File: src/common/usb_port_params.svh
`ifndef USB_PORT_PARAMS_SVH
`define USB_PORT_PARAMS_SVH

// ------------------------------------------------------------
// Register offsets (byte addresses)
// ------------------------------------------------------------
`define OFF_CHAN_SUMMARY 12'h414
`define OFF_CHAN_MASK 12'h418
`define OFF_PORT_CS 12'h440
`define OFF_CHAN_FLAGS 12'h450

// ------------------------------------------------------------
// Port control/status field positions
// ------------------------------------------------------------
`define PCS_CONNECT_STATE 0
`define PCS_CONNECT_EVENT 1
`define PCS_LINK_ENABLED 2
`define PCS_ENABLE_CHANGE 3
`define PCS_RESUME 6
`define PCS_SLEEP 7
`define PCS_BUS_RESET 8
`define PCS_LINE_LO 10
`define PCS_LINE_HI 11
`define PCS_POWER 12
`define PCS_RATE_LO 17
`define PCS_RATE_HI 18

// ------------------------------------------------------------
// Reset values and sizes
// ------------------------------------------------------------
`define CHAN_MASK_RESET 8'h00
`define PORT_CS_RESET 32'h0000_0000
`define NUM_CHANNELS 8
`define FLAGS_PER_CHAN 4

`endif

File: src/common/usb_port_pkg.sv
package usb_port_pkg;

    typedef enum logic [1:0] {
        RATE_NONE = 2'h0,
        RATE_FULL = 2'h1,
        RATE_LOW = 2'h2
    } device_rate_code_t;

    typedef enum {
        PORT_IDLE,
        PORT_RESETTING,
        PORT_ACTIVE
    } port_state_t;

endpackage : usb_port_pkg

File: src/hw/chan_flag_cell.sv
`timescale 1ns/1ps
`include "usb_port_params.svh"

// One channel's set-by-hardware, write-one-to-clear flags
module chan_flag_cell (
    // Clock and reset
    input wire logic clk_in,
    input wire logic reset_n_in,
    // Events and clears
    input wire logic [`FLAGS_PER_CHAN-1:0] set_in,
    input wire logic [`FLAGS_PER_CHAN-1:0] clear_in,
    // State
    output logic [`FLAGS_PER_CHAN-1:0] flags_out,
    output logic pending_out
);
    logic [`FLAGS_PER_CHAN-1:0] flags_q;
    logic [`FLAGS_PER_CHAN-1:0] flags_d;

    // Set wins over a clear in the same cycle
    assign flags_d = set_in | (flags_q & ~clear_in);

    always_ff @(posedge clk_in or negedge reset_n_in) begin
        if (!reset_n_in) begin
            flags_q <= '0;
        end else begin
            flags_q <= flags_d;
        end
    end

    assign flags_out = flags_q;
    assign pending_out = |flags_q;
endmodule : chan_flag_cell

File: src/hw/line_sampler.sv
`timescale 1ns/1ps

// Two-stage sampler for the bus line and attach levels
module line_sampler (
    // Clock and reset
    input wire logic clk_in,
    input wire logic reset_n_in,
    // Raw levels
    input wire logic [2:0] raw_in,
    // Synchronised levels
    output logic [2:0] sync_out
);
    logic [2:0] stage1_q;
    logic [2:0] stage2_q;

    always_ff @(posedge clk_in or negedge reset_n_in) begin
        if (!reset_n_in) begin
            stage1_q <= 3'h0;
            stage2_q <= 3'h0;
        end else begin
            stage1_q <= raw_in;
            stage2_q <= stage1_q;
        end
    end

    assign sync_out = stage2_q;
endmodule : line_sampler

File: src/hw/usb_host_port.sv
// Contract
// - Summary has one bit per channel, set while a flag is pending.
// - Only channels with mask bit one raise the host channel flag.
// - Reset, enable change or connect flag raises the port event flag.
// - Rate field reports 01 for full speed and 10 for low speed.
// - Power bit only records port power; no supply is driven.
// - Line state field: bit 10 positive line, bit 11 negative line.
// - Bus reset signalling is driven while the bus reset bit is set.
// - Sleep request suspends the port and stops frame start tokens.
// - Sleep clears only on bus reset, resume, wakeup or disconnect.
// - Resume signalling is driven while the resume bit is set.
// - Enabled bit changes set the enable change flag; write one clears.
// - Enabled bit sets when bus reset ends; software cannot set it.
// - Enabled bit clears on disconnect or on a software write of one.
// - Connect event flag sets on attach; write one clears it.
// - Connect state bit reads one while a device is attached.
// - Channel flags set by hardware, cleared only by writing one.
`timescale 1ns/1ps
`include "usb_port_params.svh"

module usb_host_port
    import usb_port_pkg::*;
(
    // Clock and reset
    input wire logic clk_in,
    input wire logic reset_n_in,
    // APB slave
    input wire logic psel_in,
    input wire logic penable_in,
    input wire logic pwrite_in,
    input wire logic [11:0] paddr_in,
    input wire logic [31:0] pwdata_in,
    output logic [31:0] prdata_out,
    output logic pready_out,
    output logic pslverr_out,
    // Channel engine events, one nibble per channel
    input wire logic [31:0] chan_event_in,
    // Line side
    input wire logic line_dp_in,
    input wire logic line_dm_in,
    input wire logic attached_in,
    input wire logic low_speed_in,
    input wire logic wakeup_in,
    // Port control outputs
    output logic bus_reset_drive_out,
    output logic resume_drive_out,
    output logic frame_tokens_on_out,
    // Global flag outputs
    output logic host_channel_flag_out,
    output logic port_event_flag_out
);
    // ------------------------------------------------------------
    // Bus decode
    // ------------------------------------------------------------
    wire logic access = psel_in && penable_in;
    wire logic wr = access && pwrite_in;
    wire logic sel_sum = (paddr_in == `OFF_CHAN_SUMMARY);
    wire logic sel_mask = (paddr_in == `OFF_CHAN_MASK);
    wire logic sel_pcs = (paddr_in == `OFF_PORT_CS);
    wire logic sel_flags = (paddr_in == `OFF_CHAN_FLAGS);
    wire logic mapped = sel_sum | sel_mask | sel_pcs | sel_flags;
    wire logic wr_mask = wr && sel_mask;
    wire logic wr_pcs = wr && sel_pcs;
    wire logic wr_flags = wr && sel_flags;

    // ------------------------------------------------------------
    // Channel flags and summary
    // ------------------------------------------------------------
    logic [31:0] chan_flags;
    logic [7:0] chan_pending;
    logic [7:0] chan_mask_q;

    genvar g;
    generate
        for (g = 0; g < `NUM_CHANNELS; g++) begin : g_chan
            chan_flag_cell u_cell (
                .clk_in(clk_in),
                .reset_n_in(reset_n_in),
                .set_in(chan_event_in[g*4 +: 4]),
                .clear_in(wr_flags ? pwdata_in[g*4 +: 4] : 4'h0),
                .flags_out(chan_flags[g*4 +: 4]),
                .pending_out(chan_pending[g])
            );
        end
    endgenerate

    always_ff @(posedge clk_in or negedge reset_n_in) begin
        if (!reset_n_in) begin
            chan_mask_q <= `CHAN_MASK_RESET;
        end else if (wr_mask) begin
            chan_mask_q <= pwdata_in[7:0];
        end
    end

    wire logic host_flag_d = |(chan_pending & chan_mask_q);

    // ------------------------------------------------------------
    // Line sampling
    // ------------------------------------------------------------
    logic [2:0] line_sync;

    line_sampler u_sampler (
        .clk_in(clk_in),
        .reset_n_in(reset_n_in),
        .raw_in({attached_in, line_dm_in, line_dp_in}),
        .sync_out(line_sync)
    );

    logic attached_q;
    always_ff @(posedge clk_in or negedge reset_n_in) begin
        if (!reset_n_in) begin
            attached_q <= 1'b0;
        end else begin
            attached_q <= line_sync[2];
        end
    end

    wire logic attach_evt = line_sync[2] && !attached_q;
    wire logic detach_evt = !line_sync[2] && attached_q;

    // ------------------------------------------------------------
    // Port control/status
    // ------------------------------------------------------------
    logic power_q;
    logic bus_reset_q;
    logic sleep_q;
    logic resume_q;
    logic enabled_q;
    logic en_change_q;
    logic connect_evt_q;
    logic [1:0] rate_q;
    logic [1:0] line_q;

    wire logic set_reset_bit = wr_pcs && pwdata_in[`PCS_BUS_RESET];
    wire logic set_resume_bit = wr_pcs && pwdata_in[`PCS_RESUME];
    wire logic reset_done = bus_reset_q && wr_pcs &&
                            !pwdata_in[`PCS_BUS_RESET];
    wire logic sw_disable = wr_pcs && pwdata_in[`PCS_LINK_ENABLED];

    // Enabled bit: hardware set after reset, cleared on detach or W1C
    wire logic enabled_d = (reset_done && line_sync[2]) ? 1'b1
                         : (detach_evt || sw_disable) ? 1'b0
                         : enabled_q;
    wire logic en_changed = (enabled_d != enabled_q);

    // Sleep clears only on the four listed events
    wire logic sleep_clr = set_reset_bit || set_resume_bit ||
                           line_sync[2] && wakeup_in || detach_evt;
    wire logic sleep_d = (wr_pcs && pwdata_in[`PCS_SLEEP]) ? 1'b1
                       : sleep_clr ? 1'b0
                       : sleep_q;

    always_ff @(posedge clk_in or negedge reset_n_in) begin
        if (!reset_n_in) begin
            power_q <= 1'b0;
            bus_reset_q <= 1'b0;
            sleep_q <= 1'b0;
            resume_q <= 1'b0;
            enabled_q <= 1'b0;
            en_change_q <= 1'b0;
            connect_evt_q <= 1'b0;
            rate_q <= RATE_NONE;
            line_q <= 2'h0;
        end else begin
            if (wr_pcs) begin
                power_q <= pwdata_in[`PCS_POWER];
                bus_reset_q <= pwdata_in[`PCS_BUS_RESET];
                resume_q <= pwdata_in[`PCS_RESUME];
            end
            sleep_q <= sleep_d;
            enabled_q <= enabled_d;
            // Hardware set wins over write-one clear
            en_change_q <= en_changed || (en_change_q &&
                !(wr_pcs && pwdata_in[`PCS_ENABLE_CHANGE]));
            connect_evt_q <= attach_evt || (connect_evt_q &&
                !(wr_pcs && pwdata_in[`PCS_CONNECT_EVENT]));
            line_q <= line_sync[1:0];
            if (reset_done) begin
                rate_q <= low_speed_in ? RATE_LOW : RATE_FULL;
            end else if (detach_evt) begin
                rate_q <= RATE_NONE;
            end
        end
    end

    // ------------------------------------------------------------
    // Outputs
    // ------------------------------------------------------------
    logic port_flag_q;
    logic host_flag_q;
    logic drive_reset_q;
    logic drive_resume_q;
    logic tokens_q;

    always_ff @(posedge clk_in or negedge reset_n_in) begin
        if (!reset_n_in) begin
            port_flag_q <= 1'b0;
            host_flag_q <= 1'b0;
            drive_reset_q <= 1'b0;
            drive_resume_q <= 1'b0;
            tokens_q <= 1'b0;
        end else begin
            port_flag_q <= en_change_q || connect_evt_q ||
                           bus_reset_q;
            host_flag_q <= host_flag_d;
            drive_reset_q <= bus_reset_q;
            drive_resume_q <= resume_q;
            tokens_q <= enabled_q && !sleep_q;
        end
    end

    assign bus_reset_drive_out = drive_reset_q;
    assign resume_drive_out = drive_resume_q;
    assign frame_tokens_on_out = tokens_q;
    assign host_channel_flag_out = host_flag_q;
    assign port_event_flag_out = port_flag_q;

    // ------------------------------------------------------------
    // Read path
    // ------------------------------------------------------------
    logic [31:0] pcs_view;
    always_comb begin
        pcs_view = 32'h0000_0000;
        pcs_view[`PCS_CONNECT_STATE] = attached_q;
        pcs_view[`PCS_CONNECT_EVENT] = connect_evt_q;
        pcs_view[`PCS_LINK_ENABLED] = enabled_q;
        pcs_view[`PCS_ENABLE_CHANGE] = en_change_q;
        pcs_view[`PCS_RESUME] = resume_q;
        pcs_view[`PCS_SLEEP] = sleep_q;
        pcs_view[`PCS_BUS_RESET] = bus_reset_q;
        pcs_view[`PCS_LINE_HI:`PCS_LINE_LO] = line_q;
        pcs_view[`PCS_POWER] = power_q;
        pcs_view[`PCS_RATE_HI:`PCS_RATE_LO] = rate_q;
    end

    wire logic [31:0] rd_mux = sel_sum ? {24'h000000, chan_pending}
                             : sel_mask ? {24'h000000, chan_mask_q}
                             : sel_pcs ? pcs_view
                             : sel_flags ? chan_flags
                             : 32'h0000_0000;

    logic [31:0] prdata_q;
    logic pslverr_q;
    logic pready_q;
    always_ff @(posedge clk_in or negedge reset_n_in) begin
        if (!reset_n_in) begin
            prdata_q <= 32'h0000_0000;
            pslverr_q <= 1'b0;
            pready_q <= 1'b0;
        end else begin
            pready_q <= 1'b1;
            prdata_q <= (psel_in && !penable_in) ? rd_mux : prdata_q;
            pslverr_q <= psel_in && !penable_in && !mapped;
        end
    end

    assign prdata_out = prdata_q;
    assign pslverr_out = pslverr_q;
    assign pready_out = pready_q;

    // ------------------------------------------------------------
    // Checks
    // ------------------------------------------------------------
    property p_host_flag;
        @(posedge clk_in) disable iff (!reset_n_in)
        host_channel_flag_out == $past(host_flag_d);
    endproperty
    a_host_flag: assert property (p_host_flag)
        else $error("host channel flag not masked summary");

    property p_enable_not_by_sw;
        @(posedge clk_in) disable iff (!reset_n_in)
        $rose(enabled_q) |-> $past(reset_done);
    endproperty
    a_enable_not_by_sw: assert property (p_enable_not_by_sw)
        else $error("enabled set without reset completion");

    property p_en_change;
        @(posedge clk_in) disable iff (!reset_n_in)
        (enabled_q != $past(enabled_q)) |-> en_change_q;
    endproperty
    a_en_change: assert property (p_en_change)
        else $error("enable change flag missed");

    property p_sleep_clear;
        @(posedge clk_in) disable iff (!reset_n_in)
        $fell(sleep_q) |-> $past(sleep_clr);
    endproperty
    a_sleep_clear: assert property (p_sleep_clear)
        else $error("sleep request cleared without cause");

    property p_tokens;
        @(posedge clk_in) disable iff (!reset_n_in)
        sleep_q |=> !frame_tokens_on_out;
    endproperty
    a_tokens: assert property (p_tokens)
        else $error("frame tokens while suspended");

    property p_reset_drive;
        @(posedge clk_in) disable iff (!reset_n_in)
        bus_reset_q |=> bus_reset_drive_out;
    endproperty
    a_reset_drive: assert property (p_reset_drive)
        else $error("bus reset not driven");

    property p_detach;
        @(posedge clk_in) disable iff (!reset_n_in)
        detach_evt |=> !enabled_q;
    endproperty
    a_detach: assert property (p_detach)
        else $error("enabled survives detach");

    property p_port_event;
        @(posedge clk_in) disable iff (!reset_n_in)
        $rose(connect_evt_q) |=> port_event_flag_out;
    endproperty
    a_port_event: assert property (p_port_event)
        else $error("port event flag missed connect");
endmodule : usb_host_port

File: config.mk
export PLATFORM = sky130hd
export DESIGN_NAME = usb_host_port
export DESIGN_NICKNAME = d
export VERILOG_FILES = /design/src/common/usb_port_pkg.sv /design/src/hw/chan_flag_cell.sv /design/src/hw/line_sampler.sv /design/src/hw/usb_host_port.sv
export VERILOG_INCLUDE_DIRS = /design/src /design/src/common
export SDC_FILE = /design/constraint.sdc
export NUM_CORES = 1
export LEC_CHECK = 0
export BUFFER_PORTS_ARGS = -buffer_cell sky130_fd_sc_hd__buf_2
export CAP_MARGIN = 30
export CORE_ASPECT_RATIO = 0.9
export CORE_UTILIZATION = 40
export DETAILED_ROUTE_END_ITERATION = 10
export SKIP_LAST_GASP = 1
export SLEW_MARGIN = 0
export SYNTH_ARGS = -nofsm -noshare
export SYNTH_HDL_FRONTEND = slang
export SYNTH_HIERARCHICAL = 1
export SYNTH_SLANG_ARGS = --single-unit
File: constraint.sdc
create_clock -name clk_in -period 1.6 [get_ports clk_in]
set_input_delay 0.08 -clock clk_in [delete_from_list [all_inputs] [get_ports clk_in]]
set_output_delay 0.08 -clock clk_in [all_outputs]
set_load 0.03 [all_outputs]
==> results.yml <==
floorplan:
  rows: 35
  die_w_um: 111
  core-area_um2: 10300
  die_area_um2: 11100
  pin_count: 125
  start_util_pct: 41.5
  die_h_um: 100
setup_path:
  critPathArrivalTime_ns: 1.78
  cp_max_fo: 3
  timing.rr.start: "g_chan[0].u_cell/flags_out[1]"
  end_kind: "flip-flop"
  ff2ff_setup_slack_ns: 0.05
  r2r_cells: 3
  cp-start-kind: "flip-flop"
  reg2reg_to: "prdata_out[0]"
  crit_required_ns: 1.83
  worstSetupPathType: "reg2reg"
timing:
  timing_hold_violations_final: 0
  setup_viol: 0
  fin_tns_setup_ns: 0
  period_minus_slack_ns: 1.55
  max_freq_mhz: 644
  slew_viol_final: 0
  finalClockSkew_ns: 0.00514
  post-route-period-util_pct: 97.0
place:
  gp_congestion: 0.825
  port_buffers: 124
  dpl.hpwl_um: 8340
  place_area_um2: 5360
power_and_ir_drop:
  seq_power_share_pct: 47.4
  cellPowerDensity_nw_per_um2: 861
  swShare_pct: 22.5
  p_leak_nw: 2.84
  ir_drop_mv: 0.658
  combPwrFrac_pct: 8.9
  p_int_mw: 4.08
  total_power_mw: 5.27
  clkPwrFrac_pct: 43.7
  power.net_switching_mw: 1.19
yosys:
  synth_area_leaders: "dfrtp_1 (57%), and2_1 (4.5%), a21o_1 (4.2%)"
  ys.flop_type: "dfrtp_1"
  yosysTopAreaCell: "dfrtp_1"
  synthSimpleGateAreaFrac_pct: 16.2
  synth_top_family_by_area: "compound AO/OA/AOI/OAI gates"
  synth.most_common_cell: "dfrtp_1"
  syn_nets: 471
  yosysWarnings: 6
  synthXorXnorAreaFrac_pct: 0
  netlist_area_um2: 4290
  synthTopCellsByCount: "dfrtp_1 (97), inv_1 (36), and2_1 (31)"
  syn_area_per_cell_um2: 11.1
  synth_top_area_share_pct: 56.6
  synth_cell_types: 46
  synth_compound_area_share_pct: 17.0
  synth_edf_count: 0
  synth.ff_latch_count: 97
  synth_seq_area_share_pct: 56.6
  syn_inst: 385
  synthArstFlopShare_pct: 100
  synth_adder_area_share_pct: 0
  synthMuxAreaShare_pct: 5.37
worst_hold_path:
  hold_path.class: "in2reg"
  min_path_cells: 2
  hp-start: "pwdata_in[0]"
  whs_endpoint: "chan_mask_q[0]"
clocking:
  path_clk_slew_ns: 0.06
  cts-root-buf: "clkbuf_16"
  cts_tree: "yes"
  clkSinkCount: 97
  clock_path_buffers: 2
  post-cts-setup-buffers: 0
  clk_latency_ns: 0.34
  htree_levels: 3
  cts_buffers: 9
route:
  drt-initial-drc-count: 147
  wl_um: 11500
  dr.pass1.iters: 7
  vias_per_cell: 5.07
  ant_nets: 0
  vias: 3650
  wl_per_cell_um: 16.0
  drc: 10
global_route:
  globalRouteOverflowTotal: 0
  grt_usage_pct: 21.9
  grt_max_degree: 50
  busiest_layer: "met2"
  grt_pass1_wl_um: 19000
  grt_use_met1_pct: 29.2
  grt_pass1_vias: 3798
  antenna_found_initial: 0
  grt_use_met3_pct: 4.53
  grt_util_met2_pct: 36.0
final_layout:
  diodes: 0
  drive_gt1_share_pct: 34.3
  syn2layout_area_growth_pct: 42.6
  nets: 672
  fin_area_um2: 6120
run_status:
  violations: "design-rule violations"
  status: "complete, but fails checks"
job:
  maxCapViolCount: 0
==> sequential cells by signal, indices dropped and copies added, names as in the netlist, 2 cells and up <==
| register | cells |
|---|---|
| prdata_out | 32 |
| rate_q | 2 |
| u_sampler/sync_out | 3 |
| g_chan.u_cell/flags_out | 32 |
| u_sampler/stage1_q | 3 |
| line_q | 2 |
| chan_mask_q | 8 |
==> worst max-delay path by stage <==
stage                                              from                     to  slack [ns]  cells past startpoint
after floorplan                             paddr_in[4]         chan_mask_q[0]       -0.13                      5
after global placement                      paddr_in[5]         chan_mask_q[5]       -0.17                      6
after detailed placement                    paddr_in[5]         chan_mask_q[7]       -0.19                      6
after CTS                 g_chan[2].u_cell/flags_out[1]  host_channel_flag_out        0.06                      3
after global routing      g_chan[5].u_cell/flags_out[1]          prdata_out[5]       -0.02                      3
final                     g_chan[0].u_cell/flags_out[1]          prdata_out[0]        0.05                      3
==> metrics by stage <==
step                hold slack (ns)  setup slack (ns)  cells  util (%)
floorplan                    -0.216            -0.131    385         -
global placement            -0.0836            -0.166    661      51.9
detailed placement          -0.0810            -0.194    661      51.9
CTS                         0.00136            0.0559    720      59.1
global route                0.00679           -0.0153    720      59.2
finish                      0.00974            0.0473    720      59.2
==> layer usage <==
metal	part of all wire (%)	vias to the layer above
li1	-	1747
met1	46	1789
met2	48	99
met3	4.6	15
met4	1.4	0
met5	0	-
==> cells by family after synthesis <==
family                 after synthesis
other                                1
and+or+nand+nor                    115
AOI/OAI and AO/OA                   99
muxes                               22
buffers and inverters               51
DFF                                 97
==> placed cells by master (no fill, tap or decap), types with 8 or more instances in the layout <==
cell type      synthesis  layout
a21o_1                24      24
a21o_2                 8       8
a21oi_1               14      14
a22o_1                19      19
and2_1                31      31
buf_2                  3     123
buf_4                  2      35
clkbuf_16              0       9
dfrtp_1               97      97
dlygate4sd3_1          0      43
inv_1                 36      36
mux2i_1               14      14
nand2_1               26      26
nor2_1                10      10
o21ai_0               11      11
or4_1                  9       9
==> what timing repair did <==
| item | in CTS | in global routing |
|---|---|---|
| hold buffers | 43 | 0 |
| endpoints found under the setup margin | 0 | 1 |
| gates resized for setup | 0 | 2 |
| hold endpoints to repair | 140 | 0 |
==> power by group through the flow <==
stage               logic, mW  registers (mW)  clock network [mW]
floorplan               0.105            2.58                   0
global placement        0.384            2.54                   0
detailed placement      0.391            2.54                   0
CTS                     0.473            2.50                2.37
global route            0.520            2.50                2.45
finish                  0.471            2.50                2.30
==> layout make-up <==
class | count | area [um2]
multi-input cells | 237 | 1690
fillers | 909 | 4220
well taps | 129 | 161
clock inverters | 7 | 93.8
flip-flops and latches | 97 | 2430
inverters | 36 | 135
clock buffers | 9 | 225
repair buffers | 205 | 1390
==> worst max-delay path: stages, from the launching register on <==
cell and delay (ns):
dfrtp_1 0.39, or4_1 0.60, nand2b_1 0.18, a32o_1 0.26
No activity file was read; power rests on OpenSTA's default activity.
